$ cat src/hdl/ssv_pkg.sv
/*
  Package for the supply status and voltage command block: condition
  bit positions, command codes, error codes and reset values.
  Assumes a command parser outside that delivers decoded commands with
  numeric arguments already converted to millivolts.
*/
`default_nettype none
package ssv_pkg;
  localparam int unsigned COND_W = 13;
  localparam int unsigned BIT_CONST_VOLT = 0;
  localparam int unsigned BIT_CONST_CURR = 1;
  localparam int unsigned BIT_UNUSED = 2;
  localparam int unsigned BIT_HIGH_OUT = 3;
  localparam int unsigned BIT_THERMAL = 4;
  localparam int unsigned BIT_EXT_SHUTDOWN = 5;
  localparam int unsigned BIT_CUTBACK = 6;
  localparam int unsigned BIT_ERR = 7;
  localparam int unsigned BIT_POWER_UP = 8;
  localparam int unsigned BIT_HOST_CTRL = 9;
  localparam int unsigned BIT_MAINS_LOSS = 10;
  localparam int unsigned BIT_OUT_FAIL = 11;
  localparam int unsigned BIT_SENSE_TRIP = 12;
  // Bits that never reach the fault register, and bits that never exist.
  localparam logic [12:0] FAULT_EXCL = 13'h0300;
  localparam logic [12:0] VALID_BITS = 13'h1ffb;
  localparam logic [12:0] MASK_RESET = 13'h0000;
  localparam int unsigned MV_W = 20;
  localparam logic [19:0] SETPOINT_RESET = 20'h00000;
  localparam int unsigned ERR_W = 4;
  localparam logic [3:0] ERR_NONE = 4'h0;
  localparam logic [3:0] ERR_SOFT_LIMIT = 4'h6;
  localparam logic [3:0] ERR_BAD_LIMIT = 4'h7;
  localparam logic [3:0] ERR_ILLEGAL_CAL = 4'hc;
  localparam int unsigned CMD_W = 4;
  typedef enum logic [3:0] {
    SSV_CMD_NOP = 4'h0,
    SSV_CMD_LIVE_Q = 4'h1,
    SSV_CMD_LATCHED_Q = 4'h2,
    SSV_CMD_FAULT_Q = 4'h3,
    SSV_CMD_ERR_Q = 4'h4,
    SSV_CMD_MASK = 4'h5,
    SSV_CMD_UNMASK = 4'h6,
    SSV_CMD_SETPOINT = 4'h7,
    SSV_CMD_SETPOINT_Q = 4'h8,
    SSV_CMD_LIMIT = 4'h9,
    SSV_CMD_LIMIT_Q = 4'ha,
    SSV_CMD_READBACK_Q = 4'hb,
    SSV_CMD_CAL_LOW = 4'hc,
    SSV_CMD_RB_CAL_LOW = 4'hd,
    SSV_CMD_RB_CAL_HIGH = 4'he,
    SSV_CMD_RB_CAL_COMPUTE = 4'hf
  } ssv_cmd_t;
endpackage
`default_nettype wire

$ cat src/hdl/ssv_core.sv
/*
  Condition registers and output voltage command group of a programmable
  supply's serial interface.
  Assumes: the serial parser presents one decoded command per cmd_valid
  pulse with signed millivolt arguments; analog status arrives as levels
  synchronous to clk_sys; the host formats resp_value as a decimal number.
*/
`default_nettype none
module ssv_core #(
  parameter logic [19:0] MODEL_MAX_MV = 20'd60000,
  parameter logic [19:0] CAL_LOW_MV = 20'd600,
  parameter logic [19:0] CAL_HIGH_MV = 20'd57000
) (
  input wire logic clk_sys,
  input wire logic rst,
  input wire logic [12:0] cond_in,
  input wire logic cmd_valid,
  input wire logic [3:0] cmd_code,
  input wire logic [12:0] cmd_mask,
  input wire logic signed [20:0] cmd_arg_a,
  input wire logic signed [20:0] cmd_arg_b,
  input wire logic hold_mode,
  input wire logic trigger,
  input wire logic calibration_enable,
  input wire logic [19:0] readback_mv,
  output logic resp_valid,
  output logic [19:0] resp_value,
  output logic [19:0] prog_mv,
  output logic user_polarity,
  output logic error_led,
  output logic [3:0] error_code,
  output logic poll_err,
  output logic [12:0] live_condition_reg,
  output logic [12:0] latched_condition_reg,
  output logic [12:0] fault_capture_reg,
  output logic [12:0] mask_reg,
  output logic [19:0] rb_low_raw,
  output logic [19:0] rb_high_raw,
  output logic signed [20:0] rb_slope,
  output logic signed [20:0] rb_offset
);

  // ****************************************************************
  // Command decode
  // ****************************************************************

  // Magnitude of a signed millivolt argument; the sign is handled apart.
  function automatic logic [19:0] mv_abs(input logic signed [20:0] v);
    logic signed [20:0] a;
    a = (v < 0) ? -v : v;
    return a[19:0];
  endfunction

  logic cmd_is_err_q;
  logic cmd_is_cal;
  logic cal_reject;
  logic set_bad;
  logic set_err;
  logic limit_bad;
  logic [19:0] set_mag;
  logic [19:0] voltage_setpoint;
  logic [19:0] pending_setpoint;
  logic pending_valid;
  logic [19:0] voltage_soft_limit;
  logic [12:0] live_prev;
  logic [12:0] live_now;
  logic err_flag;

  assign cmd_is_err_q = cmd_valid && (cmd_code == ssv_pkg::SSV_CMD_ERR_Q);
  assign cmd_is_cal = cmd_valid && (cmd_code == ssv_pkg::SSV_CMD_CAL_LOW ||
    cmd_code == ssv_pkg::SSV_CMD_RB_CAL_LOW ||
    cmd_code == ssv_pkg::SSV_CMD_RB_CAL_HIGH ||
    cmd_code == ssv_pkg::SSV_CMD_RB_CAL_COMPUTE);
  assign cal_reject = cmd_is_cal && !calibration_enable;
  assign set_mag = mv_abs(cmd_arg_a);
  assign set_bad = cmd_valid && (cmd_code == ssv_pkg::SSV_CMD_SETPOINT) &&
    (set_mag > voltage_soft_limit);
  assign limit_bad = cmd_valid && (cmd_code == ssv_pkg::SSV_CMD_LIMIT) &&
    (cmd_arg_a < 0 || set_mag > MODEL_MAX_MV ||
    set_mag < voltage_setpoint);
  assign set_err = set_bad || limit_bad || cal_reject;

  // ****************************************************************
  // Condition registers
  // ****************************************************************

  // Live view: masked condition levels, error bit from the sticky flag.
  always_comb begin
    live_now = cond_in & mask_reg & ssv_pkg::VALID_BITS;
    live_now[ssv_pkg::BIT_ERR] = err_flag & mask_reg[ssv_pkg::BIT_ERR];
  end

  // Sticky error flag; a new error wins over a clear by the error query.
  always_ff @(posedge clk_sys) begin
    if (rst) begin
      err_flag <= 1'b0;
    end else if (set_err) begin
      err_flag <= 1'b1;
    end else if (cmd_is_err_q) begin
      err_flag <= 1'b0;
    end
  end

  // Live register is a registered copy so every output comes from a flop.
  always_ff @(posedge clk_sys) begin
    if (rst) begin
      live_condition_reg <= 13'h0000;
      live_prev <= 13'h0000;
    end else begin
      live_condition_reg <= live_now;
      live_prev <= live_now;
    end
  end

  // Latched register accumulates; the query clears it after the snapshot
  // is taken, but a condition active in that cycle is still kept.
  always_ff @(posedge clk_sys) begin
    if (rst) begin
      latched_condition_reg <= 13'h0000;
    end else if (cmd_valid && cmd_code == ssv_pkg::SSV_CMD_LATCHED_Q) begin
      latched_condition_reg <= live_now;
    end else if (cmd_is_err_q) begin
      latched_condition_reg <= (latched_condition_reg | live_now) &
        ~(13'h0001 << ssv_pkg::BIT_ERR) | (live_now & {13{set_err}});
    end else begin
      latched_condition_reg <= latched_condition_reg | live_now |
        ({13{set_err}} & (13'h0001 << ssv_pkg::BIT_ERR));
    end
  end

  // Fault capture sets on a masked rising edge of a live bit.
  always_ff @(posedge clk_sys) begin
    if (rst) begin
      fault_capture_reg <= 13'h0000;
    end else if (cmd_valid && cmd_code == ssv_pkg::SSV_CMD_FAULT_Q) begin
      fault_capture_reg <= live_now & ~live_prev & ~ssv_pkg::FAULT_EXCL;
    end else begin
      fault_capture_reg <= fault_capture_reg |
        (live_now & ~live_prev & ~ssv_pkg::FAULT_EXCL);
    end
  end

  // Mask register, starting with every condition masked off.
  always_ff @(posedge clk_sys) begin
    if (rst) begin
      mask_reg <= ssv_pkg::MASK_RESET;
    end else if (cmd_valid && cmd_code == ssv_pkg::SSV_CMD_UNMASK) begin
      mask_reg <= (mask_reg | cmd_mask) & ssv_pkg::VALID_BITS;
    end else if (cmd_valid && cmd_code == ssv_pkg::SSV_CMD_MASK) begin
      mask_reg <= mask_reg & ~cmd_mask;
    end
  end

  // Serial-poll error bit and last error code.
  always_ff @(posedge clk_sys) begin
    if (rst) begin
      poll_err <= 1'b0;
      error_led <= 1'b0;
      error_code <= ssv_pkg::ERR_NONE;
    end else if (set_err) begin
      poll_err <= 1'b1;
      error_led <= 1'b1;
      if (cal_reject) begin
        error_code <= ssv_pkg::ERR_ILLEGAL_CAL;
      end else if (set_bad) begin
        error_code <= ssv_pkg::ERR_SOFT_LIMIT;
      end else begin
        error_code <= ssv_pkg::ERR_BAD_LIMIT;
      end
    end else if (cmd_is_err_q) begin
      poll_err <= 1'b0;
      error_led <= 1'b0;
      error_code <= ssv_pkg::ERR_NONE;
    end
  end

  // ****************************************************************
  // Voltage setting group
  // ****************************************************************

  // Soft limit; an illegal value leaves it untouched.
  always_ff @(posedge clk_sys) begin
    if (rst) begin
      voltage_soft_limit <= MODEL_MAX_MV;
    end else if (cmd_valid && cmd_code == ssv_pkg::SSV_CMD_LIMIT && !limit_bad) begin
      voltage_soft_limit <= set_mag;
    end
  end

  // Setpoint, optionally held until a trigger; held magnitudes stay hidden, but user_polarity takes the new sign at once.
  always_ff @(posedge clk_sys) begin
    if (rst) begin
      voltage_setpoint <= ssv_pkg::SETPOINT_RESET;
      pending_setpoint <= ssv_pkg::SETPOINT_RESET;
      pending_valid <= 1'b0;
      user_polarity <= 1'b0;
    end else if (cmd_valid && cmd_code == ssv_pkg::SSV_CMD_SETPOINT && !set_bad) begin
      user_polarity <= (cmd_arg_a < 0);
      if (hold_mode) begin
        pending_setpoint <= set_mag;
        pending_valid <= 1'b1;
      end else begin
        voltage_setpoint <= set_mag;
      end
    end else if (trigger && pending_valid) begin
      voltage_setpoint <= pending_setpoint;
      pending_valid <= 1'b0;
    end
  end

  // Programmed output: calibration steps override the setpoint.
  always_ff @(posedge clk_sys) begin
    if (rst) begin
      prog_mv <= ssv_pkg::SETPOINT_RESET;
    end else if (cmd_is_cal && calibration_enable &&
        (cmd_code == ssv_pkg::SSV_CMD_CAL_LOW ||
        cmd_code == ssv_pkg::SSV_CMD_RB_CAL_LOW)) begin
      prog_mv <= CAL_LOW_MV;
    end else if (cmd_is_cal && calibration_enable &&
        cmd_code == ssv_pkg::SSV_CMD_RB_CAL_HIGH) begin
      prog_mv <= CAL_HIGH_MV;
    end else if (cmd_valid && cmd_code == ssv_pkg::SSV_CMD_SETPOINT && !set_bad) begin
      // A held setpoint leaves the output alone until the trigger.
      if (!hold_mode) begin
        prog_mv <= set_mag;
      end
    end else if (trigger && pending_valid) begin
      // A refused setpoint falls through here, so a calibration level
      // on the output is never replaced by an ignored command.
      prog_mv <= pending_setpoint;
    end
  end

  // ****************************************************************
  // Readback calibration
  // ****************************************************************

  // The stored reading is the one present when the step is taken; the
  // host resends the step after settling, which simply refreshes it.
  // Slope is kept as host-span minus raw-span and offset as low error,
  // leaving division to firmware; this trades accuracy work for area.
  always_ff @(posedge clk_sys) begin
    if (rst) begin
      rb_low_raw <= 20'h00000;
      rb_high_raw <= 20'h00000;
      rb_slope <= 21'sh000000;
      rb_offset <= 21'sh000000;
    end else if (cmd_is_cal && calibration_enable) begin
      case (cmd_code)
        ssv_pkg::SSV_CMD_RB_CAL_LOW: begin
          rb_low_raw <= readback_mv;
        end
        ssv_pkg::SSV_CMD_RB_CAL_HIGH: begin
          rb_high_raw <= readback_mv;
        end
        ssv_pkg::SSV_CMD_RB_CAL_COMPUTE: begin
          rb_slope <= (cmd_arg_b - cmd_arg_a) -
            ($signed({1'b0, rb_high_raw}) - $signed({1'b0, rb_low_raw}));
          rb_offset <= cmd_arg_a - $signed({1'b0, rb_low_raw});
        end
        default: begin
        end
      endcase
    end
  end

  // ****************************************************************
  // Query answers
  // ****************************************************************

  // A 13-bit register read as an unsigned number is its bit-weight sum.
  always_ff @(posedge clk_sys) begin
    if (rst) begin
      resp_valid <= 1'b0;
      resp_value <= 20'h00000;
    end else begin
      resp_valid <= 1'b0;
      if (cmd_valid) begin
        case (cmd_code)
          ssv_pkg::SSV_CMD_LIVE_Q: begin
            resp_valid <= 1'b1;
            resp_value <= {7'h00, live_now};
          end
          ssv_pkg::SSV_CMD_LATCHED_Q: begin
            resp_valid <= 1'b1;
            resp_value <= {7'h00, latched_condition_reg | live_now};
          end
          ssv_pkg::SSV_CMD_FAULT_Q: begin
            resp_valid <= 1'b1;
            resp_value <= {7'h00, fault_capture_reg};
          end
          ssv_pkg::SSV_CMD_ERR_Q: begin
            resp_valid <= 1'b1;
            resp_value <= {16'h0000, error_code};
          end
          ssv_pkg::SSV_CMD_SETPOINT_Q: begin
            resp_valid <= 1'b1;
            resp_value <= voltage_setpoint;
          end
          ssv_pkg::SSV_CMD_LIMIT_Q: begin
            resp_valid <= 1'b1;
            resp_value <= voltage_soft_limit;
          end
          ssv_pkg::SSV_CMD_READBACK_Q: begin
            resp_valid <= 1'b1;
            resp_value <= readback_mv;
          end
          default: begin
          end
        endcase
      end
    end
  end

endmodule
`default_nettype wire

$ cat config.mk
export PLATFORM = sky130hd
export DESIGN_NAME = ssv_core
export DESIGN_NICKNAME = d
export VERILOG_FILES = /design/src/hdl/ssv_pkg.sv /design/src/hdl/ssv_core.sv
export SDC_FILE = /design/constraint.sdc
export NUM_CORES = 1
export LEC_CHECK = 0
export BUFFER_PORTS_ARGS = -buffer_cell sky130_fd_sc_hd__buf_4
export CAP_MARGIN = 20
export CORE_AREA = 5 5 170 213
export CTS_CLUSTER_SIZE = 24
export DETAILED_ROUTE_END_ITERATION = 16
export DIE_AREA = 0 0 175 218
export GPL_TIMING_DRIVEN = 1
export PLACE_DENSITY = 0.65
export SETUP_SLACK_MARGIN = 0.2
export SYNTH_ARGS = -nofsm -noshare
export SYNTH_HDL_FRONTEND = slang
export SYNTH_SLANG_ARGS = --single-unit
$ cat constraint.sdc
create_clock -name clk_sys -period 5.95 [get_ports clk_sys]
set_clock_uncertainty 0.2 [all_clocks]
set_input_delay 1.19 -clock clk_sys [delete_from_list [all_inputs] [get_ports clk_sys]]
set_output_delay 1.19 -clock clk_sys [all_outputs]
set_load 0.02 [all_outputs]
=== After elaboration in Yosys (flattened, before gate mapping) ===
Cells that the tools add are included.

* Output and inout bits: 182
* Input port bits: 98
* Bits in registers: 242
* Word-level logic and storage cells: 136

* Order comparisons: 4
* Equality and inequality tests: 19
* Add/sub/neg operators: 5
* Reductions and logical operators: 49
* Multiplexer cells: 22
* Bitwise operators: 13

{| class="wikitable"
|+ Operators by type and width
! kind !! count
|-
| $pmux W20 S7 || 1
|-
| $mux W20 || 4
|-
| $mux W13 || 5
|-
| $sub A21 B21 Y21 || 3
|-
| $and A13 B13 Y13 || 4
|-
| $or A13 B13 Y13 || 4
|-
| $eq A4 B4 Y1 const B || 8
|-
| $not A13 Y13 || 2
|-
| $lt A21 B1 Y1 const B || 1
|-
| $sub A20 B20 Y21 || 1
|-
| $gt A20 B16 Y1 const B || 1
|-
| $gt A20 B20 Y1 || 1
|-
| $lt A20 B20 Y1 || 1
|-
| $neg A20 Y20 || 1
|-
| $reduce_and A2 Y1 || 9
|-
| $logic_and A1 B1 Y1 || 17
|-
| $eq A4 B3 Y1 const B || 4
|-
| $mux W16 || 1
|-
| $or A13 B8 Y13 || 1
|-
| $mux W4 || 3
|-
| $mux W10 || 1
|-
| $reduce_or A2 Y1 || 5
|-
| $eq A4 B2 Y1 const B || 2
|-
| $logic_or A1 B1 Y1 || 7
|-
| 14 further kinds || 25
|}

=== Longest topological paths before layout ===
* Word-level depth: 12
* Mapped depth: 19
* Mapped depth without buffers: 17

=== Worst setup path after synthesis ===
No wires, ideal clock.

* Path kind: input to register
* Start: input cmd_arg_a[4]
* End: register prog_mv[13]
* Data required time: 5.674 ns
* Cell stages on the path: 19
* Data arrival time: 5.056 ns
* Setup slack: 0.618 ns
* Path through: buf_2 > nor4_2 > nand3_1 > or4_1 > nand2_1 > xnor2_1 > inv_1 > ha_1 > nand4_1 > nor4_1 > a21boi_0 > o32ai_1 > o31a_1 > o21ai_4 > mux2i_1 > buf_2 > buf_2 > nand2_1 > a21oi_1

* Cells in the longest elaborated chain, start to end: 8
* Elaborated cells between the ends (all ways): 12
* Those cells by class: 1 x add/sub; 2 x order compare; 1 x eq/ne; 3 x mux; 5 x reduce/logical

{| class="wikitable"
|+ RTL lines
! what !! line !! text
|-
| from (decl) || ssv_core.sv:20 || <nowiki>input wire logic signed [20:0] cmd_arg_a,</nowiki>
|-
| $neg A20 Y20 or $lt A21 B1 Y1 (tied branches) || ssv_core.sv:50 || <nowiki>a = (v < 0) ? -v : v;</nowiki>
|-
| $mux W20 * || ssv_core.sv:50 ||
|-
| named net set_mag[13] || ssv_core.sv:60 || <nowiki>logic [19:0] set_mag;</nowiki>
|-
| $gt A20 B20 Y1 || ssv_core.sv:77 || <nowiki>(set_mag > voltage_soft_limit);</nowiki>
|-
| $logic_and A1 B1 Y1 || ssv_core.sv:76 || <nowiki>assign set_bad = cmd_valid && (cmd_code == ssv_pkg::SSV_CMD_SETPOINT) &&</nowiki>
|-
| $logic_not A1 Y1 || ssv_core.sv:222 || <nowiki>end else if (cmd_valid && cmd_code == ssv_pkg::SSV_CMD_SETPOINT && !set_bad) begin</nowiki>
|-
| $logic_and A1 B1 Y1 || ssv_core.sv:222 ||
|-
| $ne A2 B2 Y1 (no source line) or $reduce_bool A2 Y1 (tied branches) || - ||
|-
| $reduce_and A2 Y1 (no source line) || - ||
|-
| to (signal assigned) || ssv_core.sv:214 || <nowiki>prog_mv <= ssv_pkg::SETPOINT_RESET;</nowiki>
|-
| to (signal assigned) || ssv_core.sv:225 || <nowiki>prog_mv <= set_mag;</nowiki>
|-
| to (signal assigned) || ssv_core.sv:230 || <nowiki>prog_mv <= pending_setpoint;</nowiki>
|-
| to (decl) || ssv_core.sv:28 || <nowiki>output logic [19:0] prog_mv,</nowiki>
|}

Mark *: on every way through the listed nets, which the timed path passes. The rest lies on a longest branch. The select of a mux whose other input is x is not followed.
A chain may end at the register's enable or synchronous reset.

=== Worst setup path after layout ===
* Start: input cmd_arg_a[0]
* End: register prog_mv[11]

* Cells in the longest elaborated chain, start to end: 8
* Elaborated cells between the ends (all ways): 13
* Those cells by class: 1 x add/sub; 2 x order compare; 1 x eq/ne; 4 x mux; 5 x reduce/logical

{| class="wikitable"
|+ RTL lines
! what !! line
|-
| $neg A20 Y20 or $lt A21 B1 Y1 (tied branches) || ssv_core.sv:50
|-
| $mux W20 * || ssv_core.sv:50
|-
| named net set_mag[13] || ssv_core.sv:60
|-
| $gt A20 B20 Y1 * || ssv_core.sv:77
|-
| $logic_and A1 B1 Y1 * || ssv_core.sv:76
|-
| $logic_not A1 Y1 * || ssv_core.sv:222
|-
| $logic_and A1 B1 Y1 * || ssv_core.sv:222
|-
| $ne A3 B2 Y1 (no source line) (tied with other cells) || -
|-
| $reduce_and A2 Y1 (no source line) or $mux W16 (tied branches) || -
|}

Marks and branches as above.

==> impl_metrics.csv <==
group,metric,value,unit
global_route,grt_pass1_wl,72200,µm
global_route,grt_pass1_vias,12800,
critical_path,start_kind,"input port",
yosys,synth_area,13400,µm²
job,maxCapViolCount,0,
pwr,power_leakage,7.03,nW
sta,fmax,184,MHz
yosys,yosysWarnings,0,
place,dp_cells,2312,
clock_network,cts_tree,"built",
sta,period_needed,5.43,ns
global_route,grt-ovfl-total,0,
global_route,grt_use_total,0.240,
critical_path,crit_fanout,7,
finish,final_common_cell,"buf_4",
critical_path,worstSetupEndpointType,"flip-flop",
drt,num_vias,12900,
yosys,synthFlopType,"dfxtp_1",
min_path,hold_class,"flip-flop to flip-flop",
clock_network,clockRootBuffer,"clkbuf_16",
global_route,grt_max_degree,150,
global_route,grt_use_met2,0.438,
clock_network,ctsHtreeMaxLevel,1,
drt,drt-initial-drc-count,897,
die,die_h,218,µm
die,rows,76,
sta,hold_ws,0.242,ns
clock_network,cts_inserted_buffers,25,
global_route,top_usage_layer,"met2",
clock_network,path_clk_slew,0.06,ns
drt,routed_wl,47900,µm
drt,post-route-drc-count,0,
yosys,synth_edf_count,0,
finish,fillCellCount,3305,
sta,rsz0062_at_grt,"false",
die,die_x,175,µm
pwr,pwr_density_cell,233,nW/µm²
finish,multi_input_area,7830,µm²
yosys,synthArstFlopShare,0,
clock_network,clock_path_buffers,3,
die,initial_core_util,0.393,
clock_network,hold_buffers,0,
sta,setup_viol,0,
finish,syn2layout_area_growth,26.5,%
die,coreArea,34000,µm²
sta,relSlewSlack,0.249,
finish,regArea,4720,µm²
yosys,ys_seq_area_frac,0.353,
yosys,synth_cells,1636,
die,num_io_pins,280,
drt,drt-wirelength-per-cell,20.3,µm
global_route,use_met3,0.0335,
clock_network,clkLatencyLatePin,0.56,ns
sta,tightestPinTransition,1.13,ns
sta,fin_crit_sh,0.912,
finish,final_cells,2357,
pwr,peakVddDrop,166,µV
place,portBuffers,272,
place,place_congestion,0.944,
sta,slew_viol_final,0,
critical_path,worstPathArrival,5.61,ns
die,dieArea,38200,µm²
clock_network,cts_sinks,236,
yosys,yosysUniqueCellTypes,81,
outcome,status,"finished, final reports clean",
place,hpwl,37200,µm
global_route,antenna_found_initial,2,
critical_path,worstPathRequired,6.13,ns
global_route,grtUsageMet1,0.275,
finish,drive_above_1_share,0.207,
drt,detail_route.first_pass.iterations,5,
yosys,synth_area_per_cell,8.17,µm²
finish,final_cell_mix,"buf_4 (327), nand2_1 (265), dfxtp_1 (236)",
drt,routed_via_density,5.48,
pwr,total_power,3.93,mW
finish,finalNetCount,2131,
drt,ant_nets,0,
sta,hold_viol,0,
critical_path,critPathKind,"input port to flip-flop",
finish,reg.largest.list,"rb_offset x21, rb_slope x21",
yosys,ys_ff_latch,236,
[worst max-delay path: stages]
cell and delay (ns):
buf_4 0.17, nor4_2 0.42, nand3_2 0.19, or4_1 0.49, nand2_1 0.11, xnor2_1 0.17, inv_1 0.11, ha_1 0.31
nand4_1 0.21, nor4_2 0.35, buf_4 0.16, a21boi_0 0.20, o32ai_1 0.10, o31a_1 0.29, o21ai_4 0.32, nor2_1 0.13
buf_4 0.17, a221oi_1 0.39, a21oi_1 0.12
[per-stage QoR]
step                setup slack [ns]  TNS [ns]  area (µm²)  utilization
floorplan                      0.618         0       13400            -
global placement             -0.0592    -0.161       16100        0.474
detailed placement           -0.0374    -0.121       16100        0.474
CTS                            0.497         0       16900        0.496
global route                   0.190         0       16900        0.497
finish                         0.524         0       16900        0.497
[worst paths after layout]
check                              start                        end  slack [ns]  cells after the start
min             mask_reg[2]$_SDFFE_PP0P_   mask_reg[2]$_SDFFE_PP0P_        0.24                      2
max                         cmd_arg_a[0]   prog_mv[11]$_SDFFE_PP0P_        0.52                     19
max reg2reg  rb_high_raw[0]$_SDFFE_PP0P_  rb_slope[20]$_SDFFE_PP0P_        1.57                     17
min reg2reg     mask_reg[2]$_SDFFE_PP0P_   mask_reg[2]$_SDFFE_PP0P_        0.24                      2
[layout make-up]
cell class                      count  share of cell area
Antenna cell                        2            0.000296
Clock buffer                       35              0.0404
Clock inverter                      6             0.00363
Inverter                          128              0.0284
Multi-Input combinational cell   1186               0.463
Sequential cell                   236               0.279
Tap cell                          429              0.0317
Timing Repair Buffer              335               0.153
[layer usage]
| layer | vias to the layer above | part of all wire |
|---|---|---|
| li1 | 6221 | - |
| met1 | 6188 | 0.39 |
| met2 | 414 | 0.51 |
| met3 | 99 | 0.055 |
| met4 | 0 | 0.046 |
| met5 | - | 0 |
[cell usage after synthesis, types with 9 or more instances]
cell type / instances / area share
nand2_1: 265 / 0.074
dfxtp_1: 236 / 0.35
a21oi_1: 163 / 0.061
nor2_1: 132 / 0.037
inv_1: 127 / 0.036
ha_1: 80 / 0.075
clkbuf_1: 66 / 0.019
o21ai_0: 56 / 0.021
xnor2_1: 43 / 0.028
fa_1: 41 / 0.061
nor3_1: 40 / 0.015
a21o_1: 30 / 0.017
a211oi_1: 27 / 0.015
nand3_1: 25 / 0.0094
mux2i_1: 22 / 0.016
a31oi_1: 20 / 0.0094
o31ai_1: 20 / 0.011
a22oi_1: 18 / 0.010
nand2b_1: 18 / 0.0084
nand4_1: 15 / 0.0070
buf_2: 12 / 0.0045
o221ai_1: 11 / 0.0072
a221oi_1: 10 / 0.0066
o21a_1: 9 / 0.0051
[cell families (layout without fill, tap and decap cells)]
group	after synthesis	count (layout)	share of synthesized area
XOR/XNOR	51	51	0.0344
AND/OR/NAND/NOR	548	548	0.182
AO/OA/AOI/OAI	439	439	0.213
multiplexers	22	22	0.0165
adder cells (fa/ha/maj)	121	121	0.136
flip-flops	236	236	0.353
buffers and inverters	218	504	0.0649
other	1	7	0.000281
[power by group]
group / internal [mW] / switching, mW
sequential: 1.60 / 0.0145
combinational: 0.341 / 0.489
clock: 0.838 / 0.651
total: 2.78 / 1.15
[timing repair]
| item | in CTS | in global routing |
|---|---|---|
| resized for setup | 0 | 3 |
| setup buffers | 0 | 0 |
| endpoints found under the setup margin | 0 | 54 |
Note: power is estimated with default switching activity, not from simulation.
